File: config.mk
export PLATFORM = sky130hd
export DESIGN_NAME = pcae_regs
export DESIGN_NICKNAME = d
export VERILOG_FILES = /design/src/rtl/pcae_pkg.sv /design/src/rtl/pcae_flex_decode.sv /design/src/rtl/pcae_alert_mask.sv /design/src/rtl/pcae_regs.sv
export VERILOG_INCLUDE_DIRS = /design/src /design/src/rtl
export SDC_FILE = /design/constraint.sdc
export NUM_CORES = 1
export LEC_CHECK = 0
export BUFFER_PORTS_ARGS = -buffer_cell sky130_fd_sc_hd__buf_2
export CORE_ASPECT_RATIO = 1.25
export CORE_MARGIN = 1.5
export CORE_UTILIZATION = 45
export DETAILED_ROUTE_END_ITERATION = 10
export GPL_TIMING_DRIVEN = 0
export PLACE_DENSITY_LB_ADDON = 0.25
export SYNTH_ARGS = -nofsm -noshare
export SYNTH_HDL_FRONTEND = slang
export SYNTH_HIERARCHICAL = 1
export SYNTH_SLANG_ARGS = --single-unit
File: constraint.sdc
create_clock -name clk -period 2.8 [get_ports clk]
set_clock_uncertainty 0.2 [all_clocks]
set_input_delay 0.28 -clock clk [delete_from_list [all_inputs] [get_ports clk]]
set_output_delay 0.28 -clock clk [all_outputs]
set_load 0.01 [all_outputs]
File: src/rtl/pcae_defs.svh
/*
 * Constants for the pack configuration and alert enable register bank:
 * register offsets, reset values, writable masks, field positions,
 * selection encodings and timing figures.
 * Assumes it is included by its bare name and holds definitions only.
 */
`ifndef PCAE_DEFS_SVH
`define PCAE_DEFS_SVH

// Register offsets on the plain register port.
`define PCAE_ADDR_PACK_CFG    8'h18
`define PCAE_ADDR_ALERT_EN    8'h19
`define PCAE_ADDR_STATUS      8'h1a
`define PCAE_ADDR_ROUTE       8'h1b

// Reset values; reserved bits reset to zero.
`define PCAE_PACK_CFG_RST     16'hefff
`define PCAE_ALERT_EN_RST     16'h3fbf

// Writable bits; reserved bits stay zero and read back as zero.
`define PCAE_PACK_CFG_WMASK   16'hefff
`define PCAE_ALERT_EN_WMASK   16'hbfbf

// Alert bit positions that are kept out of some notifications.
`define PCAE_SCAN_ALERT_BIT   15
`define PCAE_PEC_ALERT_BIT    5

// Which alerts may reach each destination.
`define PCAE_PIN_INCL         16'hffff
`define PCAE_PACKET_INCL      16'h7fff
`define PCAE_LINK_INCL        16'h7fdf

// Cell and block selection encodings.
`define PCAE_SEL_OFF          4'hf
`define PCAE_SEL_MIN          4'h8
`define PCAE_SEL_MAX          4'he

// Timing: clock rate in MHz and the top-cell settling delay in us.
`define PCAE_CLK_MHZ          250
`define PCAE_SCAN_DELAY_US    30

`endif

File: src/rtl/pcae_pkg.sv
/*
 * Types shared by the pack configuration register bank: the layout of
 * the pack configuration word, the decoded routing word and scan states.
 * Assumes the constants header is compiled alongside it.
 */
package pcae_pkg;

    // Stored pack configuration word, most significant field first.
    typedef struct packed {
        logic       flexB;     // Flexible-pack enable, primary copy.
        logic       flexA;     // Flexible-pack enable, redundant copy.
        logic       scanOpt;   // Settling delay before top-cell sampling.
        logic       rsvd;      // Reserved, always zero.
        logic [3:0] blockTap;  // Block divider tap selection.
        logic [3:0] cellB;     // Top-cell selection, primary copy.
        logic [3:0] cellA;     // Top-cell selection, redundant copy.
    } pcae_pack_cfg_s;

    // Decoded routing, sixteen bits so it reads back as one word.
    typedef struct packed {
        logic       flexEff;       // Effective flexible-pack enable.
        logic       cellSupported; // Copies agree and lie in 0x8..0xE.
        logic       supplyOn;      // Supply-input switch is closed.
        logic [3:0] supplySel;     // Switch input on the supply pin.
        logic [3:0] blockTap;      // Divider tap, 0xF is the block pin.
        logic       balMaskOn;     // Balance-switch alert masking active.
        logic [3:0] balMaskTop;    // Top cell used for that masking.
    } pcae_route_s;

    // Top-cell sampling sequencer states.
    typedef enum logic [0:0] {
        SCAN_IDLE = 1'b0,
        SCAN_WAIT = 1'b1
    } pcae_scan_e;

endpackage : pcae_pkg

File: src/rtl/pcae_flex_decode.sv
/*
 * Combinational decode of the stored pack configuration into the
 * effective enable, supply-input switch routing, block divider tap and
 * balance-switch alert masking.
 * Assumes its caller registers the result.
 */
`timescale 1ns/10ps
`default_nettype none
`include "pcae_defs.svh"

module pcae_flex_decode (
    input  wire pcae_pkg::pcae_pack_cfg_s cfg,
    output pcae_pkg::pcae_route_s         route
);

    logic flexAgree;    // Both enable copies hold the same value.
    logic cellAgree;    // Both top-cell copies hold the same value.
    logic cellInRange;  // Top cell lies in the supported span.
    logic blockInRange; // Block tap lies in the supported span.

    assign flexAgree    = (cfg.flexA == cfg.flexB);
    assign cellAgree    = (cfg.cellA == cfg.cellB);
    assign cellInRange  = (cfg.cellA >= `PCAE_SEL_MIN) && (cfg.cellA <= `PCAE_SEL_MAX);
    assign blockInRange = (cfg.blockTap >= `PCAE_SEL_MIN) && (cfg.blockTap <= `PCAE_SEL_MAX);

    // A disagreeing enable pair reads as enabled but opens the switch.
    always_comb begin
        route               = '0;
        route.flexEff       = flexAgree ? cfg.flexA : 1'b1;
        route.cellSupported = cellAgree & cellInRange;
        route.supplyOn      = route.flexEff & flexAgree & route.cellSupported;
        route.supplySel     = route.supplyOn ? cfg.cellA : `PCAE_SEL_OFF;
        if (route.flexEff && blockInRange) begin
            route.blockTap = cfg.blockTap;
        end else begin
            route.blockTap = `PCAE_SEL_OFF;
        end
        // Masking ignores the enable; every agreed value except 0xF masks.
        route.balMaskOn  = cellAgree & (cfg.cellA != `PCAE_SEL_OFF);
        route.balMaskTop = route.balMaskOn ? cfg.cellA : `PCAE_SEL_OFF;
    end

endmodule : pcae_flex_decode
`default_nettype wire

File: src/rtl/pcae_alert_mask.sv
/*
 * Gates each summary status bit by its enable and by a fixed inclusion
 * mask for one destination, and ORs the result into one request.
 * Assumes status and enables come from logic on the same clock.
 */
`timescale 1ns/10ps
`default_nettype none

module pcae_alert_mask #(
    parameter int         W    = 16,
    parameter logic [W-1:0] INCL = '1
) (
    input  wire logic [W-1:0] status,
    input  wire logic [W-1:0] enable,
    output logic              any
);

    logic [W-1:0] masked; // Status bits that pass this destination.

    // One AND per included alert source; excluded sources are tied to zero.
    for (genvar i = 0; i < W; i++) begin : g_bit
        if (INCL[i]) begin : g_on
            assign masked[i] = status[i] & enable[i];
        end else begin : g_off
            assign masked[i] = 1'b0;
        end
    end

    // Any passing source raises the request.
    assign any = |masked;

endmodule : pcae_alert_mask
`default_nettype wire

File: src/rtl/pcae_regs.sv
/*
 * Pack configuration and alert enable register bank. Holds the flexible-
 * pack setup, decodes it into supply-switch and divider routing and
 * balance-switch masking, times the top-cell settling delay, and gates
 * summary alerts onto the alert pin, link status byte and alert packet.
 * Assumes a register master on the same clock, a sequencer that asks for
 * top-cell sampling on the same clock, and a summary status vector from
 * logic on the same clock.
 */
// The plain strobed port was chosen for this implementation.
// Summary of operation
// Enable copy at bit 14, reset enabled.
// Disagreeing enables: enabled, supply switch off.
// Scan option adds 30us before top-cell sampling.
// Delay only with flex, valid cell, altmux.
// Bits 11:8 pick divider tap, 0xF pin.
// Block values 0x0-0x7 act as 0xF.
// Flex disabled keeps the dedicated block pin.
// Top-cell copies valid only when equal.
// Disagreeing cells: no masking, switch off.
// Top cell 0xF: no masking, switch off.
// Cells 0x8-0xE connect switch inputs 8-14.
// Cells 0x0-0x7 and 0xF switch off.
// Top cell always sets balance-switch masking.
// Each enable bit gates its alert.
// Status reads stay unmasked.
// Scan alert reaches pins only, resets 0.
// Packet-check alert skips the link byte.
// Alert is OR of status AND enable.
// Routing follows a write on next cycle.
`timescale 1ns/10ps
`default_nettype none
`include "pcae_defs.svh"

module pcae_regs #(
    // Settling delay in cycles; shorten in simulation.
    parameter int SCAN_DELAY_CYC = `PCAE_SCAN_DELAY_US * `PCAE_CLK_MHZ,
    // Register port address width.
    parameter int ADDR_W         = 8
) (
    input  wire logic                  clk,
    input  wire logic                  rstn,
    input  wire logic [ADDR_W-1:0]     regAddr,
    input  wire logic [15:0]           regWdata,
    input  wire logic                  regWr,
    input  wire logic                  regRd,
    output logic      [15:0]           regRdata_r,
    input  wire logic [15:0]           summaryStatus,
    input  wire logic                  topSampleReq,
    input  wire logic                  altMuxSelEff,
    output logic                       topSampleGo_r,
    output logic                       scanBusy_r,
    output pcae_pkg::pcae_route_s      route_r,
    output logic                       alertPin_r,
    output logic                       linkByteAlert_r,
    output logic                       packetAlert_r
);

    // Width of the settling counter, sized from the delay.
    localparam int CNT_W = $clog2(SCAN_DELAY_CYC + 1);

    pcae_pkg::pcae_pack_cfg_s pack_config_r;   // Stored pack configuration.
    logic [15:0]              alertEn_r;   // Stored alert enables.
    pcae_pkg::pcae_route_s    routeNxt;    // Decoded routing.
    pcae_pkg::pcae_scan_e     scanState_r; // Sequencer state.
    logic [CNT_W-1:0]         scanCnt_r;   // Remaining settle cycles.
    logic                     delayApplies; // Settling delay is due.
    logic                     pinAny;      // Pin request, unregistered.
    logic                     linkAny;     // Link byte request.
    logic                     packetAny;   // Alert packet request.
    logic [15:0]              rdataNxt;    // Read data before the flop.

    // Address decode for the two documented registers.
    logic hitPack;
    logic hitAlert;
    assign hitPack  = (regAddr == ADDR_W'(`PCAE_ADDR_PACK_CFG));
    assign hitAlert = (regAddr == ADDR_W'(`PCAE_ADDR_ALERT_EN));

    // Pack configuration storage; reserved bit 12 cannot be set.
    always_ff @(posedge clk) begin
        if (!rstn) begin
            pack_config_r <= `PCAE_PACK_CFG_RST;
        end else if (regWr && hitPack) begin
            pack_config_r <= regWdata & `PCAE_PACK_CFG_WMASK;
        end
    end

    // Alert enable storage; reserved bits 14 and 6 stay zero.
    always_ff @(posedge clk) begin
        if (!rstn) begin
            alertEn_r <= `PCAE_ALERT_EN_RST;
        end else if (regWr && hitAlert) begin
            alertEn_r <= regWdata & `PCAE_ALERT_EN_WMASK;
        end
    end

    // Routing decode; kept in its own module so it can be reused by the
    // sequencer side without a second copy of the redundancy checks.
    pcae_flex_decode u_decode (
        .cfg   (pack_config_r),
        .route (routeNxt)
    );

    // Routing is registered so the analog switch controls never glitch;
    // the cost is one cycle between a write and the new routing.
    always_ff @(posedge clk) begin
        if (!rstn) begin
            route_r <= '0;
        end else begin
            route_r <= routeNxt;
        end
    end

    // The delay needs a supported top cell, flex enabled and altmux on.
    assign delayApplies = pack_config_r.scanOpt & route_r.flexEff &
                          route_r.cellSupported & altMuxSelEff;

    // Top-cell sampling sequencer: requests during a wait are dropped,
    // since the sequencer only issues one per scan.
    always_ff @(posedge clk) begin
        if (!rstn) begin
            scanState_r <= pcae_pkg::SCAN_IDLE;
            scanCnt_r   <= '0;
        end else begin
            case (scanState_r)
                pcae_pkg::SCAN_IDLE: begin
                    // A due delay starts the settle count.
                    if (topSampleReq && delayApplies) begin
                        scanState_r <= pcae_pkg::SCAN_WAIT;
                        scanCnt_r   <= CNT_W'(SCAN_DELAY_CYC - 1);
                    end
                end
                pcae_pkg::SCAN_WAIT: begin
                    // Count down and return once the delay is spent.
                    if (scanCnt_r == '0) begin
                        scanState_r <= pcae_pkg::SCAN_IDLE;
                    end else begin
                        scanCnt_r <= scanCnt_r - 1'b1;
                    end
                end
                default: begin
                    // Recover from an impossible code.
                    scanState_r <= pcae_pkg::SCAN_IDLE;
                end
            endcase
        end
    end

    // Sampling permission is a one-cycle pulse.
    always_ff @(posedge clk) begin
        if (!rstn) begin
            topSampleGo_r <= 1'b0;
        end else if (scanState_r == pcae_pkg::SCAN_IDLE) begin
            // Without a due delay the sample goes at once.
            topSampleGo_r <= topSampleReq & ~delayApplies;
        end else begin
            topSampleGo_r <= (scanCnt_r == '0);
        end
    end

    // Busy flag mirrors the wait state.
    always_ff @(posedge clk) begin
        if (!rstn) begin
            scanBusy_r <= 1'b0;
        end else begin
            scanBusy_r <= (scanState_r == pcae_pkg::SCAN_IDLE) ?
                          (topSampleReq & delayApplies) :
                          (scanCnt_r != '0);
        end
    end

    // Alert pins see every enabled alert.
    pcae_alert_mask #(
        .W    (16),
        .INCL (`PCAE_PIN_INCL)
    ) u_pin_mask (
        .status (summaryStatus),
        .enable (alertEn_r),
        .any    (pinAny)
    );

    // The link status byte leaves out scan done and packet check.
    pcae_alert_mask #(
        .W    (16),
        .INCL (`PCAE_LINK_INCL)
    ) u_link_mask (
        .status (summaryStatus),
        .enable (alertEn_r),
        .any    (linkAny)
    );

    // The alert packet leaves out only scan done.
    pcae_alert_mask #(
        .W    (16),
        .INCL (`PCAE_PACKET_INCL)
    ) u_packet_mask (
        .status (summaryStatus),
        .enable (alertEn_r),
        .any    (packetAny)
    );

    // Alert requests are registered so each output is a clean level.
    always_ff @(posedge clk) begin
        if (!rstn) begin
            alertPin_r      <= 1'b0;
            linkByteAlert_r <= 1'b0;
            packetAlert_r   <= 1'b0;
        end else begin
            alertPin_r      <= pinAny;
            linkByteAlert_r <= linkAny;
            packetAlert_r   <= packetAny;
        end
    end

    // Read multiplexer; unmapped addresses read zero.
    always_comb begin
        rdataNxt = 16'h0000;
        if (regAddr == ADDR_W'(`PCAE_ADDR_PACK_CFG)) begin
            rdataNxt = pack_config_r;
        end else if (regAddr == ADDR_W'(`PCAE_ADDR_ALERT_EN)) begin
            rdataNxt = alertEn_r;
        end else if (regAddr == ADDR_W'(`PCAE_ADDR_STATUS)) begin
            // Status is read raw, never through the enables.
            rdataNxt = summaryStatus;
        end else if (regAddr == ADDR_W'(`PCAE_ADDR_ROUTE)) begin
            rdataNxt = route_r;
        end
    end

    // Read data stand only in the cycle after the strobe.
    always_ff @(posedge clk) begin
        if (!rstn) begin
            regRdata_r <= 16'h0000;
        end else if (regRd) begin
            regRdata_r <= rdataNxt;
        end else begin
            regRdata_r <= 16'h0000;
        end
    end

    // Helper count of cycles spent waiting, read only by assertions.
    logic [31:0] waitCnt_r;
    always_ff @(posedge clk) begin
        if (!rstn || scanState_r == pcae_pkg::SCAN_IDLE) begin
            waitCnt_r <= 32'h0000_0000;
        end else begin
            waitCnt_r <= waitCnt_r + 32'h0000_0001;
        end
    end
endmodule : pcae_regs
`default_nettype wire

# Yosys cells after proc, flatten, opt, wreduce, memory -nomap -nowiden

Cells that the tools add are included.

Register bits after elaboration: 80
Bits of input ports: 46
Word-level logic and storage cells: 93

Add/sub/neg operators: 1
Magnitude comparators: 4
Equal/unequal tests: 9
Multiplexer cells: 16
Bitwise gates (word level): 26
Reductions and logical operators: 14

Operators by type and width:

| cell                                                      | count |
|---|---|
| two-way mux 16 bit                                        | 4 |
| equality test 8 x 5 -> 1 bit (second input constant)      | 4 |
| two-way mux 13 bit                                        | 2 |
| case mux 13 bit (2 select lines)                          | 1 |
| AND 1 bit                                                 | 23 |
| OR reduction 14 bit                                       | 1 |
| zero test 13 bit                                          | 1 |
| nonzero test 13 bit                                       | 1 |
| OR reduction 13 bit                                       | 1 |
| subtractor 13 x 1 -> 13 bit (second input constant)       | 1 |
| two-way mux 4 bit                                         | 3 |
| OR reduction 12 bit                                       | 1 |
| greater-or-equal comparator 4 bit (second input constant) | 2 |
| <= comparator 4 bit (second input constant)               | 2 |
| logical AND 1 bit                                         | 6 |
| two-way mux 1 bit                                         | 5 |
| equality test 4 bit                                       | 1 |
| inequality test 2 bit (second input constant)             | 2 |
| inequality test 4 bit (second input constant)             | 1 |
| AND reduction 2 bit                                       | 2 |
| NOT 1 bit                                                 | 3 |
| case mux 1 bit (2 select lines)                           | 1 |
| OR reduction 2 bit                                        | 1 |
| equality test 1 bit                                       | 1 |

# Depth between registers and ports, before layout

Depth in word-level cells: 6
Mapped depth: 7
Gate-level depth less buffers: 6

# Modules after synthesis

The synthesis kept the hierarchy.

Modules (own cells, without submodules):

| module                           | instances | cells each | area each (um2) | sequential area each (um2) |
|---|---|---|---|---|
| pcae_regs                        | 1         | 298        | 3225.6          | 1581.5 |
| pcae_flex_decode                 | 1         | 29         | 197.7           | 0.0 |
| pcae_alert_mask at u_pin_mask    | 1         | 9          | 101.3           | 0.0 |
| pcae_alert_mask at u_link_mask   | 1         | 9          | 73.8            | 0.0 |
| pcae_alert_mask at u_packet_mask | 1         | 9          | 70.1            | 0.0 |

# Worst setup path before layout

OpenSTA, ideal clock, no wires.

Path kind: reg-to-reg
Start: reg scanCnt_r[2]
End: reg scanCnt_r[10]
Library setup time: 0.116 ns
Data arrival time: 1.866 ns
Data required time: 2.484 ns
Setup slack: 0.617 ns
Stages on the path, launching flop included: 6
Buffers on the path: 1
Period minus slack after synthesis: 2.183 ns
Path through: dfxtp_1 or4_4 o41ai_4 buf_6 a22oi_1 o211a_1

Word-level cells in the longest chain between the ends: 3
Elaborated cells between the ends (all ways): 6
Classes of those cells: add/sub (1); eq/ne (1); mux (2); reduce/logical (2)

Ends and longest elaborated chain:

| element                                                                 | line                               | text |
|---|---|---|
| start: declaration                                                      | pcae_regs.sv:66                    | `logic [CNT_W-1:0] scanCnt_r;` |
| start signal: assignment                                                | pcae_regs.sv:130                   | `scanCnt_r <= CNT_W'(SCAN_DELAY_CYC - 1);` |
| start signal: assignment                                                | pcae_regs.sv:138                   | `scanCnt_r <= scanCnt_r - 1'b1;` |
| subtractor 13 x 1 -> 13 bit or zero test 13 bit (tied branches)         | pcae_regs.sv:138, pcae_regs.sv:135 |  |
| two-way mux 13 bit or inequality test 2 bit (tied branches)             | -                                  |  |
| case mux 13 bit (2 select lines) or AND reduction 2 bit (tied branches) | -                                  |  |

Several ways; a longest one is shown, not always the timed one. The select of a mux whose other input is x is not followed.
A chain may end at the register's enable or synchronous reset.

# Worst setup path after layout

Start: reg scanCnt_r[0]
End: reg scanCnt_r[1]

Same word-level chain as after synthesis.

==> flow_summary.ini <==
[sta]
rsz0062_at_grt = no
hold_violations = 0
slew_violations = 0
worst_hold_slack_ps = 119
finalSetupViolCount = 0
worst_pin_slew_ps = 853
fin_crit_ps = 2540
relSlewSlack = 0.431
finalSetupTns_ps = 0
min_period_over_period = 0.908
fmax_mhz = 393
setup_ws_ps = 256

[power_and_ir_drop]
total_power_mw = 2.19
power.leakage_nw = 2.04
swShare = 0.245
p_clk_frac = 0.388
pwr-share-comb = 0.089
power.internal_mw = 1.65
power_density_nw_per_um2 = 479
seq_power_share = 0.523
p_sw_mw = 0.536
ir_drop_mv = 0.329

[global_route]
grt.overflow.total = 0
grt_max_degree = 15
grt_first_pass_wirelength_um = 16000
track_usage = 0.234
antenna_found_initial = 0
grt_pass1_vias = 3149

[logic_synthesis]
synth_area_um2 = 3670
synth_cell_types = 56
ys_seq_elements = 79
yosys-top-cells-area = dfxtp_1, mux2i_1, mux4_2
async_reset_ff_frac = 0
synth_top_area_share = 0.431
synth-seq-area-share = 0.431
synth_most_common_cell = dfxtp_1
synthTopCellsByCount = dfxtp_1, nand2_1, mux2i_1, and2_1, nor2b_1
yosysTopAreaCell = dfxtp_1
syn_area_per_cell_um2 = 10.4
synth-warning-count = 6
syn-instance-count = 354
ys.flop_type = dfxtp_1
synth-edff-count = 0

[route]
drc = 0
first_iter_violations = 210
drt-total-wl_um = 9990
wire_per_inst_um = 17.6
vias = 3217
drtPass1Iterations = 4
ant_nets = 0
avgViaCountPerCell = 5.66

[cells_and_area]
drive_gt1_frac = 0.294
n_antenna_cell = 0
nets = 516
area_growth_pct = 24.7
instances_no_fill = 568
fin_area_um2 = 4570
fill_cells = 717
utilization = 0.583

[clock_tree]
insertion_delay_ps = 360
cts_buffers = 9
tritoncts = built
clock-sinks = 79
clk_pin_slew_ps = 80
cts_max_path_buffers = 2
htreeDepth = 3
cts-root-buf = clkbuf_8

[setup_path]
cpLargestDelayFamily = compound AO/OA/AOI/OAI gates
slowest_delay_ps = 530
worst_ep_required_time_ps = 2850
cp.arrival_ps = 2590
criticalPathCategory = reg2reg
startpoint_type = flop
crit_chain = inv_1 -> ha_1 -> or3b_2 -> o41ai_4 -> nand2_1 -> a311oi_1
path_buf_inv = 1
worst-path-max-fanout = 9
worstSetupEndpointType = flop
crit_path_top_delay_cell = o41ai_4

[placed_design]
dpl_cell_area_um2 = 4220
gp_congestion = 0.943
place_inst = 536
io_buffers = 81
dp_hpwl_um = 7380
pre_cts_slack_ps = 75.7

[floorplan]
start_util = 0.468
core-area_um2 = 7840
row_count = 36
ios = 83
die_x_um = 83.8
die-area_um2 = 8710
die_y_um = 104

[status]
status = completed

[worst_hold_path]
holdCritPathClass = in2reg

[job]
cap_violations = 0
[logic make-up (layout without fill, tap and decap cells)]
kind of cell,after synthesis,in the layout,share of synthesized area
flip-flops,79,79,0.431
other,2,8,0.00205
XOR/XNOR,4,4,0.00955
buffers and inverters,27,140,0.0327
adder cells (fa/ha/maj),2,2,0.00682
multiplexers,46,46,0.170
AO/OA/AOI/OAI,54,54,0.135
AND/OR/NAND/NOR,140,140,0.212
[cell type report]
cell class                 count  area [um^2]  share of cell area
multi-input combinational    254         1990               0.435
sequential                    79         1580               0.346
timing repair buffer          97          566               0.124
clock buffer                  10          128              0.0279
tap                           95          119              0.0260
buffer                        21         97.6              0.0213
clock inverter                 6         70.1              0.0153
inverter                       6         22.5             0.00492
[path summary, 6_finish.rpt]
path                                                 from                         to  depth (start not counted)  slack (ps)
worst max-delay path            scanCnt_r[0]$_SDFFE_PN0P_  scanCnt_r[1]$_SDFFE_PN0P_                          6         260
worst min register to register      route_r[6]$_SDFF_PN0_   regRdata_r[6]$_SDFF_PN0_                          2         310
worst min-delay path                                regRd   regRdata_r[2]$_SDFF_PN0_                          3         120
worst max register to register  scanCnt_r[0]$_SDFFE_PN0P_  scanCnt_r[1]$_SDFFE_PN0P_                          6         260
[cell usage in the layout (no fill, tap or decap), types with 5 or more instances in the layout]
cell / instances
conb_1: 8
a22oi_1: 12
clkbuf_8: 9
dfxtp_1: 79
a22o_1: 6
inv_1: 6
buf_2: 84
nand4_1: 7
nand2_1: 44
a221oi_2: 5
clkbuf_1: 15
and2_1: 19
nor2b_1: 17
or2_2: 5
dlygate4sd3_1: 16
nor2_1: 12
mux2i_1: 32
mux4_2: 13
[power groups by stage]
stage          clock, mW  combinational, mW  sequential, mW
3_3_place_gp           0              0.175            1.17
6_report           0.849              0.195            1.14
2_1_floorplan          0             0.0852            1.18
3_5_place_dp           0              0.176            1.17
4_1_cts            0.866              0.194            1.14
5_1_grt            0.910              0.211            1.15
[registers in the layout (all words and copies together), names as in the netlist]
register,count
regRdata_r,16
route_r,16
pack_config_r,15
alertEn_r,14
scanCnt_r,13
alertPin_r,1
linkByteAlert_r,1
packetAlert_r,1
scanState_r,1
topSampleGo_r,1
[per-layer routing]
layer  part of all wire  global-route usage  up-vias
li1                   -                   -     1528
met1               0.39               0.273     1515
met2               0.50               0.392      146
met3              0.070              0.0508       28
met4              0.037               0.136        0
met5                  0                   0        -
[tightest hold or removal path: stages]
cell,delay [ps]
buf_2,90
nand4_1,190
nor2b_1,70
[repair_timing]
action,CTS,global route
hold buffers,16,0
gates resized for setup,0,0
hold endpoints to repair,29,0
setup buffers,0,0
No activity file was read; power rests on OpenSTA's default activity.
